--- config.mk ---
export PLATFORM = sky130hd
export DESIGN_NAME = pmic_ctrl
export DESIGN_NICKNAME = d
export VERILOG_FILES = /design/src/pmic_pkg.sv /design/src/pmic_ctrl.sv
export SDC_FILE = /design/constraint.sdc
export NUM_CORES = 1
export LEC_CHECK = 0
export BUFFER_PORTS_ARGS = -buffer_cell sky130_fd_sc_hd__buf_2
export CAP_MARGIN = 5
export CELL_PAD_IN_SITES_DETAIL_PLACEMENT = 0
export CELL_PAD_IN_SITES_GLOBAL_PLACEMENT = 1
export CORE_UTILIZATION = 43
export CTS_BUF_LIST = sky130_fd_sc_hd__clkbuf_4
export DETAILED_ROUTE_END_ITERATION = 8
export PLACE_DENSITY = 0.8
export SYNTH_ARGS = -nofsm -noshare
export SYNTH_HDL_FRONTEND = slang
export SYNTH_SLANG_ARGS = --single-unit
--- constraint.sdc ---
create_clock -name clock -period 2.2 [get_ports clock]
set_input_delay 0.22 -clock clock [delete_from_list [all_inputs] [get_ports clock]]
set_output_delay 0.22 -clock clock [all_outputs]
set_load 0.03 [all_outputs]
--- src/pmic_pkg.sv ---
package pmic_pkg;

    // register indices on the internal register port
    localparam logic [3:0] mask_register_addr = 4'h9;
    localparam logic [3:0] event_flag_register_addr = 4'ha;
    localparam logic [3:0] system_control_addr = 4'hc;
    localparam logic [3:0] reset_status_addr = 4'hd;

    // event flag / mask bit positions (shared layout)
    localparam int wake_input_bit = 0;
    localparam int hall_input_bit = 1;
    localparam int lin_wake_bit = 2;
    localparam int overtemp_bit = 3;
    localparam int undervoltage_bit = 4;
    localparam int overvoltage_bit = 5;
    localparam int stage_fail_bit = 6;

    // system control bit positions
    localparam int power_stage_on_pos = 0;
    localparam int stop_pos = 1;
    localparam int sleep_pos = 2;

    // reset status bit positions for wake causes
    localparam int lin_wake_reset_pos = 0;
    localparam int wake_input_reset_pos = 1;

    // reset values
    localparam logic [7:0] mask_reset = 8'h00;
    localparam logic [7:0] flag_reset = 8'h00;
    localparam logic [7:0] control_reset = 8'h00;

    // timing
    localparam longint clock_hz = 250000000;
    localparam longint normal_request_timeout_ms = 80;
    localparam longint normal_request_cycles = (normal_request_timeout_ms * clock_hz) / 1000;
    localparam longint wake_filter_time_ns = 100;
    localparam logic [15:0] wake_filter_cycles = 16'((wake_filter_time_ns * clock_hz + 999999999) / 1000000000);
    localparam logic [3:0] irq_pulse_cycles = 4'h8;

    // power modes
    typedef enum logic [2:0] {pmic_normal_request, pmic_run, pmic_stop, pmic_sleep} pmic_mode_type;

    // register access from the link
    typedef struct packed {
        logic write;
        logic read;
        logic [3:0] addr;
        logic [7:0] wdata;
    } pmic_access_type;

    // analog indications
    typedef struct packed {
        logic undervoltage_event;
        logic overvoltage_event;
        logic overtemp_event;
        logic stage_fail_detect;
    } pmic_sense_type;

    // block enables towards the analog side
    typedef struct packed {
        logic regulator_on;
        logic regulator_limited;
        logic monitoring_on;
        logic power_stages_on;
        logic lin_on;
    } pmic_power_type;

endpackage

--- src/pmic_ctrl.sv ---
// Summary of operation
// RULE_01: host sets stop bit then halts itself
// RULE_02: stop wakes on enabled lin/wake input
// RULE_03: stop keeps limited supply, stages off
// RULE_04: sleep bit kills supply, reset low
// RULE_05: sleep wake unmaskable, records its cause
// RULE_06: normal request: reset high, wait timeout
// RULE_07: no power-stage-on in time means sleep
// RULE_08: run enables stages, lin, monitoring
// RULE_09: seven masked sources pulse interrupt line
// RULE_10: undervoltage sets flag outside stop/sleep
// RULE_11: overvoltage sets flag outside stop/sleep
// RULE_12: overtemperature sets flag outside stop/sleep
// RULE_13: lin rising edge after long dominant
// RULE_14: stage fault sets flag outside stop/sleep
// RULE_15: hall state edges set flag in run
// RULE_16: wake input edges set flag in run
// RULE_17: flags clear by writing one only
// RULE_18: clear ignored while condition persists
// RULE_19: host sets power-stage-on after stop wake
// RULE_20: fixed-length low pulse on new enabled flag
module pmic_ctrl #(
    parameter longint normal_request_cycles = pmic_pkg::normal_request_cycles
) (
    input wire logic clock,
    input wire logic arst_n,
    input wire logic clock_enable,
    input wire logic test_mode,
    input wire pmic_pkg::pmic_access_type access,
    output logic [7:0] read_data,
    input wire pmic_pkg::pmic_sense_type sense,
    input wire logic lin_rx,
    input wire logic wake_input_state,
    input wire logic hall_input_state,
    input wire logic hall_irq_capable,
    output logic irq_n,
    output logic host_reset_n,
    output pmic_pkg::pmic_power_type power,
    output pmic_pkg::pmic_mode_type mode
);

    // registers
    logic [7:0] mask;
    logic [7:0] flags;
    logic [2:0] control;
    logic [1:0] wake_cause;
    // timeout counter, wide enough for the full 80 ms count
    logic [31:0] request_count;
    // lin dominant length and edge history
    logic [15:0] dominant_count;
    logic lin_last;
    logic wake_last;
    logic hall_last;
    // interrupt pulse timing
    logic [3:0] pulse_count;
    // events this cycle
    logic [7:0] events;
    logic [7:0] clear_req;
    logic [7:0] held;
    logic lin_wake_seen;
    logic wake_edge;
    logic hall_edge;
    logic active_detect;
    logic new_irq;
    logic flag_write;

    assign flag_write = access.write && access.addr == pmic_pkg::event_flag_register_addr;
    // analog detectors are powered down in stop and sleep
    assign active_detect = mode == pmic_pkg::pmic_run || mode == pmic_pkg::pmic_normal_request;
    assign wake_edge = wake_input_state != wake_last;
    assign hall_edge = hall_input_state != hall_last;
    // recessive (high) after long dominant phase
    assign lin_wake_seen = lin_rx && !lin_last && dominant_count >= pmic_pkg::wake_filter_cycles;

    // event collection
    always_comb
    begin
        events = 8'h00;
        // RULE_10 low supply
        events[pmic_pkg::undervoltage_bit] = active_detect && sense.undervoltage_event;
        // RULE_11 high supply
        events[pmic_pkg::overvoltage_bit] = active_detect && sense.overvoltage_event;
        // RULE_12 hot die
        events[pmic_pkg::overtemp_bit] = active_detect && sense.overtemp_event;
        // RULE_14 stage fault
        events[pmic_pkg::stage_fail_bit] = active_detect && sense.stage_fail_detect;
        // RULE_13 lin wake edge, stop mode only
        events[pmic_pkg::lin_wake_bit] = mode == pmic_pkg::pmic_stop && lin_wake_seen
            && mask[pmic_pkg::lin_wake_bit];
        // RULE_15 hall edges in run
        events[pmic_pkg::hall_input_bit] = mode == pmic_pkg::pmic_run && hall_irq_capable && hall_edge;
        // RULE_16 wake input edges in run, or as stop wake source
        events[pmic_pkg::wake_input_bit] = wake_edge && (mode == pmic_pkg::pmic_run
            || (mode == pmic_pkg::pmic_stop && mask[pmic_pkg::wake_input_bit]));
    end

    // level conditions that block a clear
    always_comb
    begin
        held = 8'h00;
        // RULE_18 persisting condition holds flag
        held[pmic_pkg::undervoltage_bit] = sense.undervoltage_event;
        held[pmic_pkg::overtemp_bit] = sense.overtemp_event;
        held[pmic_pkg::overvoltage_bit] = sense.overvoltage_event;
        clear_req = flag_write ? (access.wdata & ~held) : 8'h00;
    end

    // edge history for inputs
    always_ff @(posedge clock or negedge arst_n)
    begin
        if (!arst_n)
        begin
            lin_last <= 1'b1;
            wake_last <= 1'b0;
            hall_last <= 1'b0;
        end
        else if (clock_enable)
        begin
            lin_last <= lin_rx;
            wake_last <= wake_input_state;
            hall_last <= hall_input_state;
        end
    end

    // dominant phase length, saturating
    always_ff @(posedge clock or negedge arst_n)
    begin
        if (!arst_n)
            dominant_count <= 16'h0000;
        else if (clock_enable)
        begin
            if (lin_rx)
                dominant_count <= 16'h0000;
            else if (dominant_count != 16'hffff)
                dominant_count <= dominant_count + 16'h0001;
        end
    end

    // flag register: set wins over clear
    always_ff @(posedge clock or negedge arst_n)
    begin
        if (!arst_n)
            flags <= pmic_pkg::flag_reset;
        // RULE_17 write one clears, set wins
        else if (clock_enable)
            flags <= (flags & ~clear_req) | events;
    end

    // mask register, cleared by arst_n only, kept over a sleep wake
    always_ff @(posedge clock or negedge arst_n)
    begin
        if (!arst_n)
            mask <= pmic_pkg::mask_reset;
        // RULE_09 masks writable, zero after reset
        else if (clock_enable && access.write && access.addr == pmic_pkg::mask_register_addr)
            mask <= access.wdata;
    end

    // system control: mode request bits
    always_ff @(posedge clock or negedge arst_n)
    begin
        if (!arst_n)
            control <= 3'h0;
        else if (clock_enable)
        begin
            if (access.write && access.addr == pmic_pkg::system_control_addr)
                control <= access.wdata[2:0];
            // stop request is consumed on entry so a wake returns to run, not back to stop
            else if (mode == pmic_pkg::pmic_stop)
                control[pmic_pkg::stop_pos] <= 1'b0;
            // a sleep wake behaves as power-on: control cleared
            else if (mode == pmic_pkg::pmic_sleep && (lin_wake_seen || wake_edge))
                control <= 3'h0;
        end
    end

    // mode sequencer
    always_ff @(posedge clock or negedge arst_n)
    begin
        if (!arst_n)
        begin
            mode <= pmic_pkg::pmic_normal_request;
            request_count <= 32'h0;
        end
        else if (clock_enable)
        begin
            unique case (mode)
                pmic_pkg::pmic_normal_request:
                begin
                    // RULE_06 wait for power-stage-on
                    if (control[pmic_pkg::power_stage_on_pos])
                        mode <= pmic_pkg::pmic_run;
                    // RULE_07 fail-safe sleep unless test mode
                    else if (!test_mode && request_count >= 32'(normal_request_cycles - 1))
                        mode <= pmic_pkg::pmic_sleep;
                    else if (!test_mode)
                        request_count <= request_count + 32'h1;
                end
                pmic_pkg::pmic_run:
                begin
                    // RULE_04 sleep takes priority
                    if (control[pmic_pkg::sleep_pos])
                        mode <= pmic_pkg::pmic_sleep;
                    // RULE_01 host stop request
                    else if (control[pmic_pkg::stop_pos])
                        mode <= pmic_pkg::pmic_stop;
                end
                pmic_pkg::pmic_stop:
                begin
                    // RULE_19 host restores power-stage-on after wake
                    if (control[pmic_pkg::sleep_pos])
                        mode <= pmic_pkg::pmic_sleep;
                    else if (control[pmic_pkg::power_stage_on_pos] && |flags)
                        mode <= pmic_pkg::pmic_run;
                end
                pmic_pkg::pmic_sleep:
                begin
                    // RULE_05 any wake restarts as power-on
                    if (lin_wake_seen || wake_edge)
                    begin
                        mode <= pmic_pkg::pmic_normal_request;
                        request_count <= 32'h0;
                    end
                end
                default:
                    mode <= pmic_pkg::pmic_normal_request;
            endcase
        end
    end

    // wake cause flags, write one to clear
    always_ff @(posedge clock or negedge arst_n)
    begin
        if (!arst_n)
            wake_cause <= 2'b00;
        else if (clock_enable)
        begin
            // RULE_05 record sleep wake cause
            if (mode == pmic_pkg::pmic_sleep)
                wake_cause <= wake_cause | {wake_edge, lin_wake_seen};
            else if (access.write && access.addr == pmic_pkg::reset_status_addr)
                wake_cause <= wake_cause & ~access.wdata[1:0];
        end
    end

    // new enabled flag starts a pulse
    assign new_irq = |(events & ~flags & mask);

    // interrupt pulse generator
    always_ff @(posedge clock or negedge arst_n)
    begin
        if (!arst_n)
        begin
            pulse_count <= 4'h0;
            irq_n <= 1'b1;
        end
        else if (clock_enable)
        begin
            // RULE_20 fixed-length low pulse
            if (new_irq && pulse_count == 4'h0)
            begin
                pulse_count <= pmic_pkg::irq_pulse_cycles;
                irq_n <= 1'b0;
            end
            else if (pulse_count > 4'h1)
                pulse_count <= pulse_count - 4'h1;
            else
            begin
                pulse_count <= 4'h0;
                irq_n <= 1'b1;
            end
        end
    end

    // power enables and reset pin, registered
    always_ff @(posedge clock or negedge arst_n)
    begin
        if (!arst_n)
        begin
            power <= '0;
            host_reset_n <= 1'b0;
        end
        else if (clock_enable)
        begin
            // RULE_08 run enables stages, lin, monitoring and full regulator
            power.power_stages_on <= mode == pmic_pkg::pmic_run;
            power.lin_on <= mode == pmic_pkg::pmic_run;
            power.monitoring_on <= mode == pmic_pkg::pmic_run;
            // RULE_03 stop keeps limited supply
            power.regulator_limited <= mode == pmic_pkg::pmic_stop;
            // RULE_04 sleep turns supply off, reset low
            power.regulator_on <= mode != pmic_pkg::pmic_sleep;
            host_reset_n <= mode != pmic_pkg::pmic_sleep;
        end
    end

    // register read port
    always_ff @(posedge clock or negedge arst_n)
    begin
        if (!arst_n)
            read_data <= 8'h00;
        else if (clock_enable && access.read)
        begin
            unique case (access.addr)
                pmic_pkg::mask_register_addr: read_data <= mask;
                pmic_pkg::event_flag_register_addr: read_data <= flags;
                pmic_pkg::system_control_addr: read_data <= {5'h00, control};
                pmic_pkg::reset_status_addr: read_data <= {6'h00, wake_cause};
                default: read_data <= 8'h00;
            endcase
        end
    end

endmodule // pmic_ctrl

Word level (Yosys, flattened, before mapping)
Cells that the tools add are included.
{"block": "classes", "add_sub_neg": 3, "n_lt_le_gt_ge": 3, "eq_ne": 20, "mux": 28, "bitwise": 11, "n_reduce_logical": 43}
{"cell": "$mux 32", "n": 4}
{"cell": "$pmux 32 s2", "n": 1}
{"cell": "$add 32x1->32 const B", "n": 1}
{"cell": "$ge 32x25->1 const B", "n": 1}
{"cell": "$mux 16", "n": 2}
{"cell": "$pmux 8 s4", "n": 1}
{"cell": "$mux 3", "n": 9}
{"cell": "$and 8x8->8", "n": 3}
{"cell": "$logic_and 1x1->1", "n": 22}
{"cell": "$add 16x1->16 const B", "n": 1}
{"cell": "$eq 4x4->1 const B", "n": 4}
{"cell": "$ge 16x5->1 const B", "n": 1}
{"cell": "$ne 16x16->1 const B", "n": 1}
{"cell": "$not 8->8", "n": 2}
{"cell": "$reduce_or 8->1", "n": 2}
{"cell": "$ne 2x2->1 const B", "n": 6}
{"cell": "$pmux 3 s4", "n": 1}
{"cell": "$and 7x8->8", "n": 1}
{"cell": "$mux 4", "n": 2}
{"cell": "$mux 8", "n": 1}
{"cell": "$not 6->8", "n": 1}
{"cell": "$or 8x7->8", "n": 1}
{"cell": "$reduce_and 2->1", "n": 4}
{"cell": "$reduce_bool 2->1", "n": 4}
{"cell": "20 further kinds", "n": 32}
{"block": "totals", "ff_bits": 91, "in_bits": 26, "output_inout_bits": 18, "elab_cells": 125}

Longest topological paths before layout
Gate-level depths: netlist of the first run.
{"block": "logic_depth", "word_depth": 11, "ltp_mapped": 9, "mapped_depth_nobuf": 8}

Least setup slack after synthesis of the first run
OpenSTA, ideal clock, no wires.
{"block": "synth_timing", "kind": "reg-to-reg", "from": "register mode[0]", "to": "register request_count[5]", "setup_ns": 0.066, "arrival_time_ns": 1.992, "t_required_ns": 2.134, "path_slack_ns": 0.142, "stages_incl_launch_ff": 9, "path_buffers": 2, "synth_period_minus_slack_ns": 2.058, "path_cell_list": "dfrtp_1 clkbuf_1 nor3_1 nand3_1 a21oi_2 nand4_1 clkbuf_1 or4_1 nand2_1"}
{"block": "synth_between", "elab_chain_len": 3, "word_cells_on_any_way": 9, "cone_classes": "eq/ne (5); mux (1); reduce/logical (3)"}
{"item": "start: declaration", "line": "pmic_ctrl.sv:39", "text": "output pmic_pkg::pmic_mode_type mode"}
{"item": "start signal: assignment", "line": "pmic_ctrl.sv:182", "text": "mode <= pmic_pkg::pmic_normal_request;"}
{"item": "start signal: assignment", "line": "pmic_ctrl.sv:192", "text": "mode <= pmic_pkg::pmic_run;"}
{"item": "start signal: assignment", "line": "pmic_ctrl.sv:195", "text": "mode <= pmic_pkg::pmic_sleep;"}
{"item": "$eq 3x2->1 / $logic_not 3->1 (equally long branches)", "line": "pmic_ctrl.sv:187", "text": "unique case (mode)"}
{"item": "$ne 2x2->1 (no source line) / $reduce_bool 2->1 (equally long branches)"}
{"item": "$reduce_and 6->1 (no source line)"}
{"item": "end signal: assignment", "line": "pmic_ctrl.sv:197", "text": "request_count <= request_count + 32'h1;"}
{"item": "end: declaration", "line": "pmic_ctrl.sv:48", "text": "logic [31:0] request_count;"}
Parallel ways exist; a longest one is shown, timed or not.
A chain may end at the register's enable or synchronous reset.

Worst setup path in the final report of the first run
{"block": "layout_timing", "from": "register request_count[10]", "to": "register request_count[19]"}
{"block": "layout_between", "elab_chain_len": 5, "word_cells_on_any_way": 9, "cone_classes": "add/sub (1); order compare (1); eq/ne (1); mux (4); reduce/logical (2)"}
{"item": "$add 32x1->32", "line": "pmic_ctrl.sv:197"}
{"item": "$mux 32", "line": "pmic_ctrl.sv:196", "text": "else if (!test_mode)"}
{"item": "$mux 32", "line": "pmic_ctrl.sv:194", "text": "else if (!test_mode && request_count >= 32'(normal_request_cycles - 1))"}
{"item": "$mux 32", "line": "pmic_ctrl.sv:191", "text": "if (control[pmic_pkg::power_stage_on_pos])"}
{"item": "$pmux 32 s2", "line": "pmic_ctrl.sv:187"}
Parallel ways exist; a longest one is shown, timed or not. The select of a mux whose other input is x is not followed.

==> run metrics, run 1 <==
Post-Syn Instances 493; synth top area cells dfrtp_1 (47%), nand2_1 (5.3%), o21ai_0 (3.4%); RSZ-0062 raised after global routing yes; dpl cells approximately 680; number of vias in the routed layout 4027; Power, Total 4.07 mW; Die W roughly 110 um; crit share post-route a little over nine tenths; Top FF cell, synth dfrtp_1; Die H approximately 110 um; die area 11300 sq um; DR pass1 iterations 5; Slew @ Worst Pin around 540 ps; CP endpoint kind register; asr flop ratio synth 100%; outcome finished, final reports clean; Wirelength per Cell around 16 um; layout cells sized above 1 approximately a quarter; crit-path cells a21o_1 > a211oi_2 > a311o_1 > nand4_1 > buf_6 > or4_4 > a21oi_2; Initial Util around 45%; most common library cells after synthesis dfrtp_1 (88), nand2_1 (66), o21ai_0 (32), a21oi_1 (30), nor2_1 (30); clk_lat worst skew 450 ps; Seq cells post-synth 90; LEAKAGE between 2 and 3 nW; kind of critical path register to register; CP max stage cell dfrtp_1; worst path buffer plus inverter count 1; Worst-path clk slew ~150 ps; Fillers 919; I/O Buffers 42; WP data required about 2600 ps; Core Rows 37; maxcap violations 0; Hold WC Path Type primary input to register; slowest cell delay on critical path approximately 450 ps; crit-path max FO 5; CTS Buf Count 9; Vias/cell 5.58; Boundary Pins 44; core area about 10000 sq um; CTS Root Cell clkbuf_4; top-count cell post-synth dfrtp_1; Final Hold Viols 0; final cell count without fillers 722; delay-heaviest family, CP compound AO/OA/AOI/OAI gates; Final ANT Viol Nets 0; Post-route DRC 0; area leader, netlist dfrtp_1; skew final 18.7 ps; DP HPWL 7.81 mm; Period minus WS final around 2100 ps; grt ovf 0; slew margin rel. 63.8%; vias in the first global route ~3800; syn_area_per_cell ~9.5 sq um; initial drt markers roughly 280; CP startpoint kind register; Synth Warn # 0; synthesis-to-finish area growth 20.9%; global-route usage over all layers about a fifth; Max Fclk ~470 MHz; drt total wl approximately 11 mm; initial antenna violation count 0; GPL Wtd Cong a little over 0.8; P per Cell Area between 700 and 800 nW/um^2; clock sinks 90; library cells used by synthesis 58; Clock Path Buffers 2; Max rail drop VDD between 0.5 and 0.6 mV; Slew Limit Fails 0; Seq/Total Area, Yosys about half; first-pass GRT wire length ~19 mm; H-Tree Depth 3; TritonCTS clock tree yes; final setup fails 0; Synth top area share between 40% and 50%; largest net degree at the start of global routing 55; Nets ~600; Post-synth EDFFs 0; Crit path arrival time approximately 2500 ps; Syn Std Cell Area between 4000 and 5000 sq um; Antenna diodes 0; syn_nets 526; Hold WS around 39 ps
[cells by family (layout without fill, tap and decap cells)]
| group | after synthesis | in the layout | synth area share (%) |
|---|---|---|---|
| fa+ha+maj | 7 | 7 | 1.88 |
| flops | 90 | 90 | 48.3 |
| compound gates | 113 | 113 | 15.5 |
| other cells | 1 | 1 | 0.0804 |
| simple gates | 214 | 214 | 24.2 |
| buf+inv | 36 | 129 | 3.24 |
| mux | 16 | 16 | 3.75 |
| xor+xnor | 16 | 16 | 3.00 |
[flip-flops by register name, indices dropped and copies added, names as in the netlist]
| name | cells |
|---|---|
| hall_last | 1 |
| flags | 8 |
| irq_n | 1 |
| dominant_count | 16 |
| read_data | 8 |
| wake_last | 1 |
| power | 3 |
| pulse_count | 4 |
| mask | 8 |
| control | 3 |
| mode | 2 |
| lin_last | 1 |
| wake_cause | 2 |
| request_count | 32 |
[area by class of cell]
type	instances	area [sq um]	area share, %
clock buffer	11	82.6	1.46
multi-input combinational	367	2340	41.5
inverter	18	67.6	1.20
timing repair buffer	95	669	11.9
clock inverter	5	55.1	0.976
sequential	90	2250	40.0
tap	136	170	3.02
[layout by cell type (no fill, tap or decap), types with 4 or more instances in the layout]
cell type / count
dfrtp_1: 88
nand2_1: 64
buf_2: 42
buf_4: 37
o21ai_0: 32
nor2_1: 29
a21oi_1: 23
and3_1: 20
inv_1: 18
nand3_1: 18
or3_1: 14
dlygate4sd3_1: 13
mux2_2: 12
clkbuf_4: 11
nor4_1: 10
xnor2_1: 10
nand4_1: 8
a21oi_2: 8
xor2_1: 6
nor3_1: 6
a22oi_1: 6
or4_1: 6
ha_1: 6
nor2b_1: 5
and4_1: 5
o31ai_1: 5
nand2b_1: 4
o22ai_1: 4
a21o_1: 4
mux2i_1: 4
o211ai_1: 4
[worst register-to-register path, stage by stage, from the launching register on]
cell and delay, ps:
dfrtp_1 450, a21o_1 190, a211oi_2 260, a311o_1 260, nand4_1 170, buf_6 170
or4_4 410, a21oi_2 150
[per-layer routing]
layer	vias to the layer above	global-route usage (%)	share of wire (%)
met1	1953	29.1	48
met4	0	8.33	2.0
met3	16	2.45	2.9
met2	94	34.3	47
li1	1964	-	-
met5	-	0	0
[through the flow]
stage | TNS [ps] | utilization [%] | worst slack, ps | area (sq um)
floorplan | 0 | - | 142 | 4670
global placement | -52.5 | 49.6 | -14.2 | 5160
detailed placement | -295 | 49.6 | -53.1 | 5160
CTS | 0 | 52.7 | 10.9 | 5490
global route | -487 | 54.2 | -74.5 | 5640
finish | 0 | 54.2 | 68.2 | 5640
[where the power goes]
group          switching [mW]  internal, mW  total [mW]
Sequential              0.144          1.84        1.98
Combinational           0.701         0.455        1.16
Clock                   0.569         0.369       0.938
Total                    1.41          2.66        4.07
[worst paths after layout]
check	startpoint	end	slack [ps]	depth (start not counted)
min in group asynchronous	arst_n	request_count[14]	270	2
max in group asynchronous	arst_n	irq_n	1210	3
max reg2reg	request_count[10]	request_count[19]	70	7
max	request_count[10]	request_count[19]	70	7
min	sense[2]	flags[5]	40	3
min reg2reg	read_data[0]	read_data[0]	490	1
[what timing repair did]
action,4_1_cts,5_1_grt
hold buffers,13,0
setup endpoints to repair,15,27
resized for setup,5,17
hold endpoints to repair,50,0
pin swaps,4,12
buffers inserted,5,11
cloned,1,0
(Power assumes the default switching activity.)
==> run 2, diff against run 1 <==
--- a/config.mk
+++ b/config.mk
@@ -9,6 +9,7 @@
 export CAP_MARGIN = 5
 export CELL_PAD_IN_SITES_DETAIL_PLACEMENT = 0
 export CELL_PAD_IN_SITES_GLOBAL_PLACEMENT = 1
+export CORE_ASPECT_RATIO = 1.5
 export CORE_UTILIZATION = 43
 export CTS_BUF_LIST = sky130_fd_sc_hd__clkbuf_4
 export DETAILED_ROUTE_END_ITERATION = 8
==> run 2 against run 1 <==
  * Worst hold slack lost 6.5 ps
  * Final area down 0.22%
  * Via count grew 0.92%
  * Die area barely moved
  * Critical path type unchanged
==> run metrics, run 2 (same netlist as run 1, synthesis figures left out) <==
grt ovf 0 (unchanged); Pint 2.67 mW (+0.32%); Crit path arrival time 2520 ps (about the same); CP endpoint kind register; switching part of the total 34.3% (-0.39 points); WP data required 2570 ps (about the same); slew margin rel. 59.1% (-4.6 points); first-pass GRT wire length 19.1 mm (+1.4%); crit path from request_count[1]; Reg2Reg Setup Slack 50 ps (-20 ps); Vias/cell 5.54 (-0.60%); DR pass1 iterations 5 (unchanged); R2R depth 8 (+1); Hold WC Path Type primary input to register; synthesis-to-finish area growth 20.6%; drt total wl 11.5 mm (+2.4%); Worst-path clk slew 140 ps (about the same); maxcap violations 0 (unchanged); sequential fraction of design power 48.8% (+0.2 points); Core Rows 46 (+24%); Clock Path Buffers 2 (unchanged); Max rail drop VDD 0.466 mV (-16%); CTS Root Cell clkbuf_4; global-route usage over all layers 22.0% (+0.74 points); number of vias in the routed layout 4064 (+0.92%); core area 10600 sq um (+1.7%); P per Cell Area 722 nW/um^2 (about the same); worst reg2reg startpoint request_count[1]; Reg with most FFs request_count; kind of critical path register to register; Die H 130 um (+22%); final setup fails 0 (unchanged); RSZ-0062 raised after global routing yes; final cell count without fillers 733 (+1.5%); clk_lat worst skew 440 ps (about the same); Critical Path End request_count[22]; Wirelength per Cell 15.7 um (+0.82%); H-Tree Depth 3 (unchanged); Slew @ Worst Pin 613 ps (+77.1 ps); clock sinks 90 (unchanged); Initial Util 44.1% (-0.74 points); Final Util 53.2% (-1.0 points); Antenna diodes 0 (unchanged); Post-route DRC 0 (unchanged); die area 11300 sq um (about the same); outcome finished, final reports clean; R2R Path End request_count[22]; Hold WS 32.9 ps (-6.48 ps); layout cells sized above 1 22.8% (-1.3 points); Largest regs request_count (32), dominant_count (16); DP HPWL 8.47 mm (+8.5%); Max Fclk 465 MHz (-0.97%); I/O Buffers 42 (unchanged); crit-path max FO 5 (unchanged); initial drt markers 189 (-33%); CTS Buf Count 9 (unchanged); number of flip-flops in the largest register 32 (unchanged); clock power share 22.8% (-0.2 points); Fillers 1038 (+13%); Final Hold Viols 0 (unchanged); Final ANT Viol Nets 0 (unchanged); logic gate share of total power 28.5% (about the same); Sw Pwr 1.39 mW (-1.4%); dpl cells 694 (+2.7%); CP startpoint kind register; Nets 617 (+0.49%); TritonCTS clock tree yes; initial antenna violation count 0 (unchanged); most common cell after layout, fill and taps aside dfrtp_1; Power, Total 4.06 mW (-0.28%); Slew Limit Fails 0 (unchanged); Die W 87.1 um (-18%); crit share post-route 97.8% (+0.95 points); LEAKAGE 2.52 nW (-0.39%); Fin Setup TNS 0 ps (unchanged); skew final 15.0 ps (-3.79 ps); Boundary Pins 44 (unchanged); most frequent cells in the layout dfrtp_1 (88), nand2_1 (65), buf_4 (42); largest net degree at the start of global routing 46 (-16%); vias in the first global route 4036 (+5.2%); Period minus WS final 2150 ps (+20.9 ps); GPL Wtd Cong 0.827 (-0.25%)
==> run 2: cell count changes in the layout (fill, tap and decap cells not counted), sizes merged <==
cell	change
dlygate4sd3	+1
clkinvlp	-1
buf	+2
clkinv	+1
==> run 2: metrics by stage <==
stage / worst slack, ps / instance area (sq um)
floorplan: 142 / 4670
global placement: 56.6 / 5240
detailed placement: -1.56 / 5240
CTS: -4.73 / 5520
global route: -67.3 / 5630
finish: 47.3 / 5630
==> run 2: layout make-up <==
class                           count  area [sq um]  area share [%]
Clock buffer                       11          82.6            1.47
Multi-Input combinational cell    367          2310            41.0
Timing Repair Buffer               98           681            12.1
Clock inverter                      5          55.1           0.978
Sequential cell                    90          2250            40.1
Inverter                           18          67.6            1.20
Tap cell                          144           180            3.20
==> run 2: routing by layer <==
metal,vias up,GRT usage (%),wire length (um)
li1,1979,-,-
met1,1991,25.8,4740
met2,75,39.8,6230
met3,19,2.36,281
met4,0,10.0,264
met5,-,0,0
==> run 2: critical path, stage by stage, from the launching register on <==
cell and delay, ps:
dfrtp_1 430, ha_2 190, and3_4 180, nand2_2 70, a311o_1 250, buf_4 150, nand4_1 160, or4_1 520
a21oi_2 130
==> run 2: power groups by stage <==
stage / registers (mW) / logic, mW / clock network (mW)
after global routing: 2.01 / 1.29 / 1.02
after global placement: 2.00 / 1.10 / 0
final: 1.98 / 1.16 / 0.925
after CTS: 1.98 / 1.15 / 0.958
after floorplan: 2.08 / 0.659 / 0
after detailed placement: 2.01 / 1.13 / 0
==> run 2: how the worst min path moves through the flow <==
stage / slack (ps) / from / end / cells after the start
after detailed placement: 280 / arst_n / read_data[0] / 1
after floorplan: -80 / arst_n / control[0] / 0
after global placement: 280 / arst_n / read_data[0] / 1
final: 30 / wake_input_state / wake_last / 2
after CTS: 0.5 / sense[2] / flags[5] / 3
after global routing: 7 / wake_input_state / wake_last / 2
==> run 2: repair_timing <==
item                                    in CTS  in global routing
hold endpoints to repair                    55                  1
setup buffers                                1                  8
endpoints found under the setup margin       2                 20
pin swaps                                    2                  7
hold buffers                                13                  1
resized for setup                            1                 12
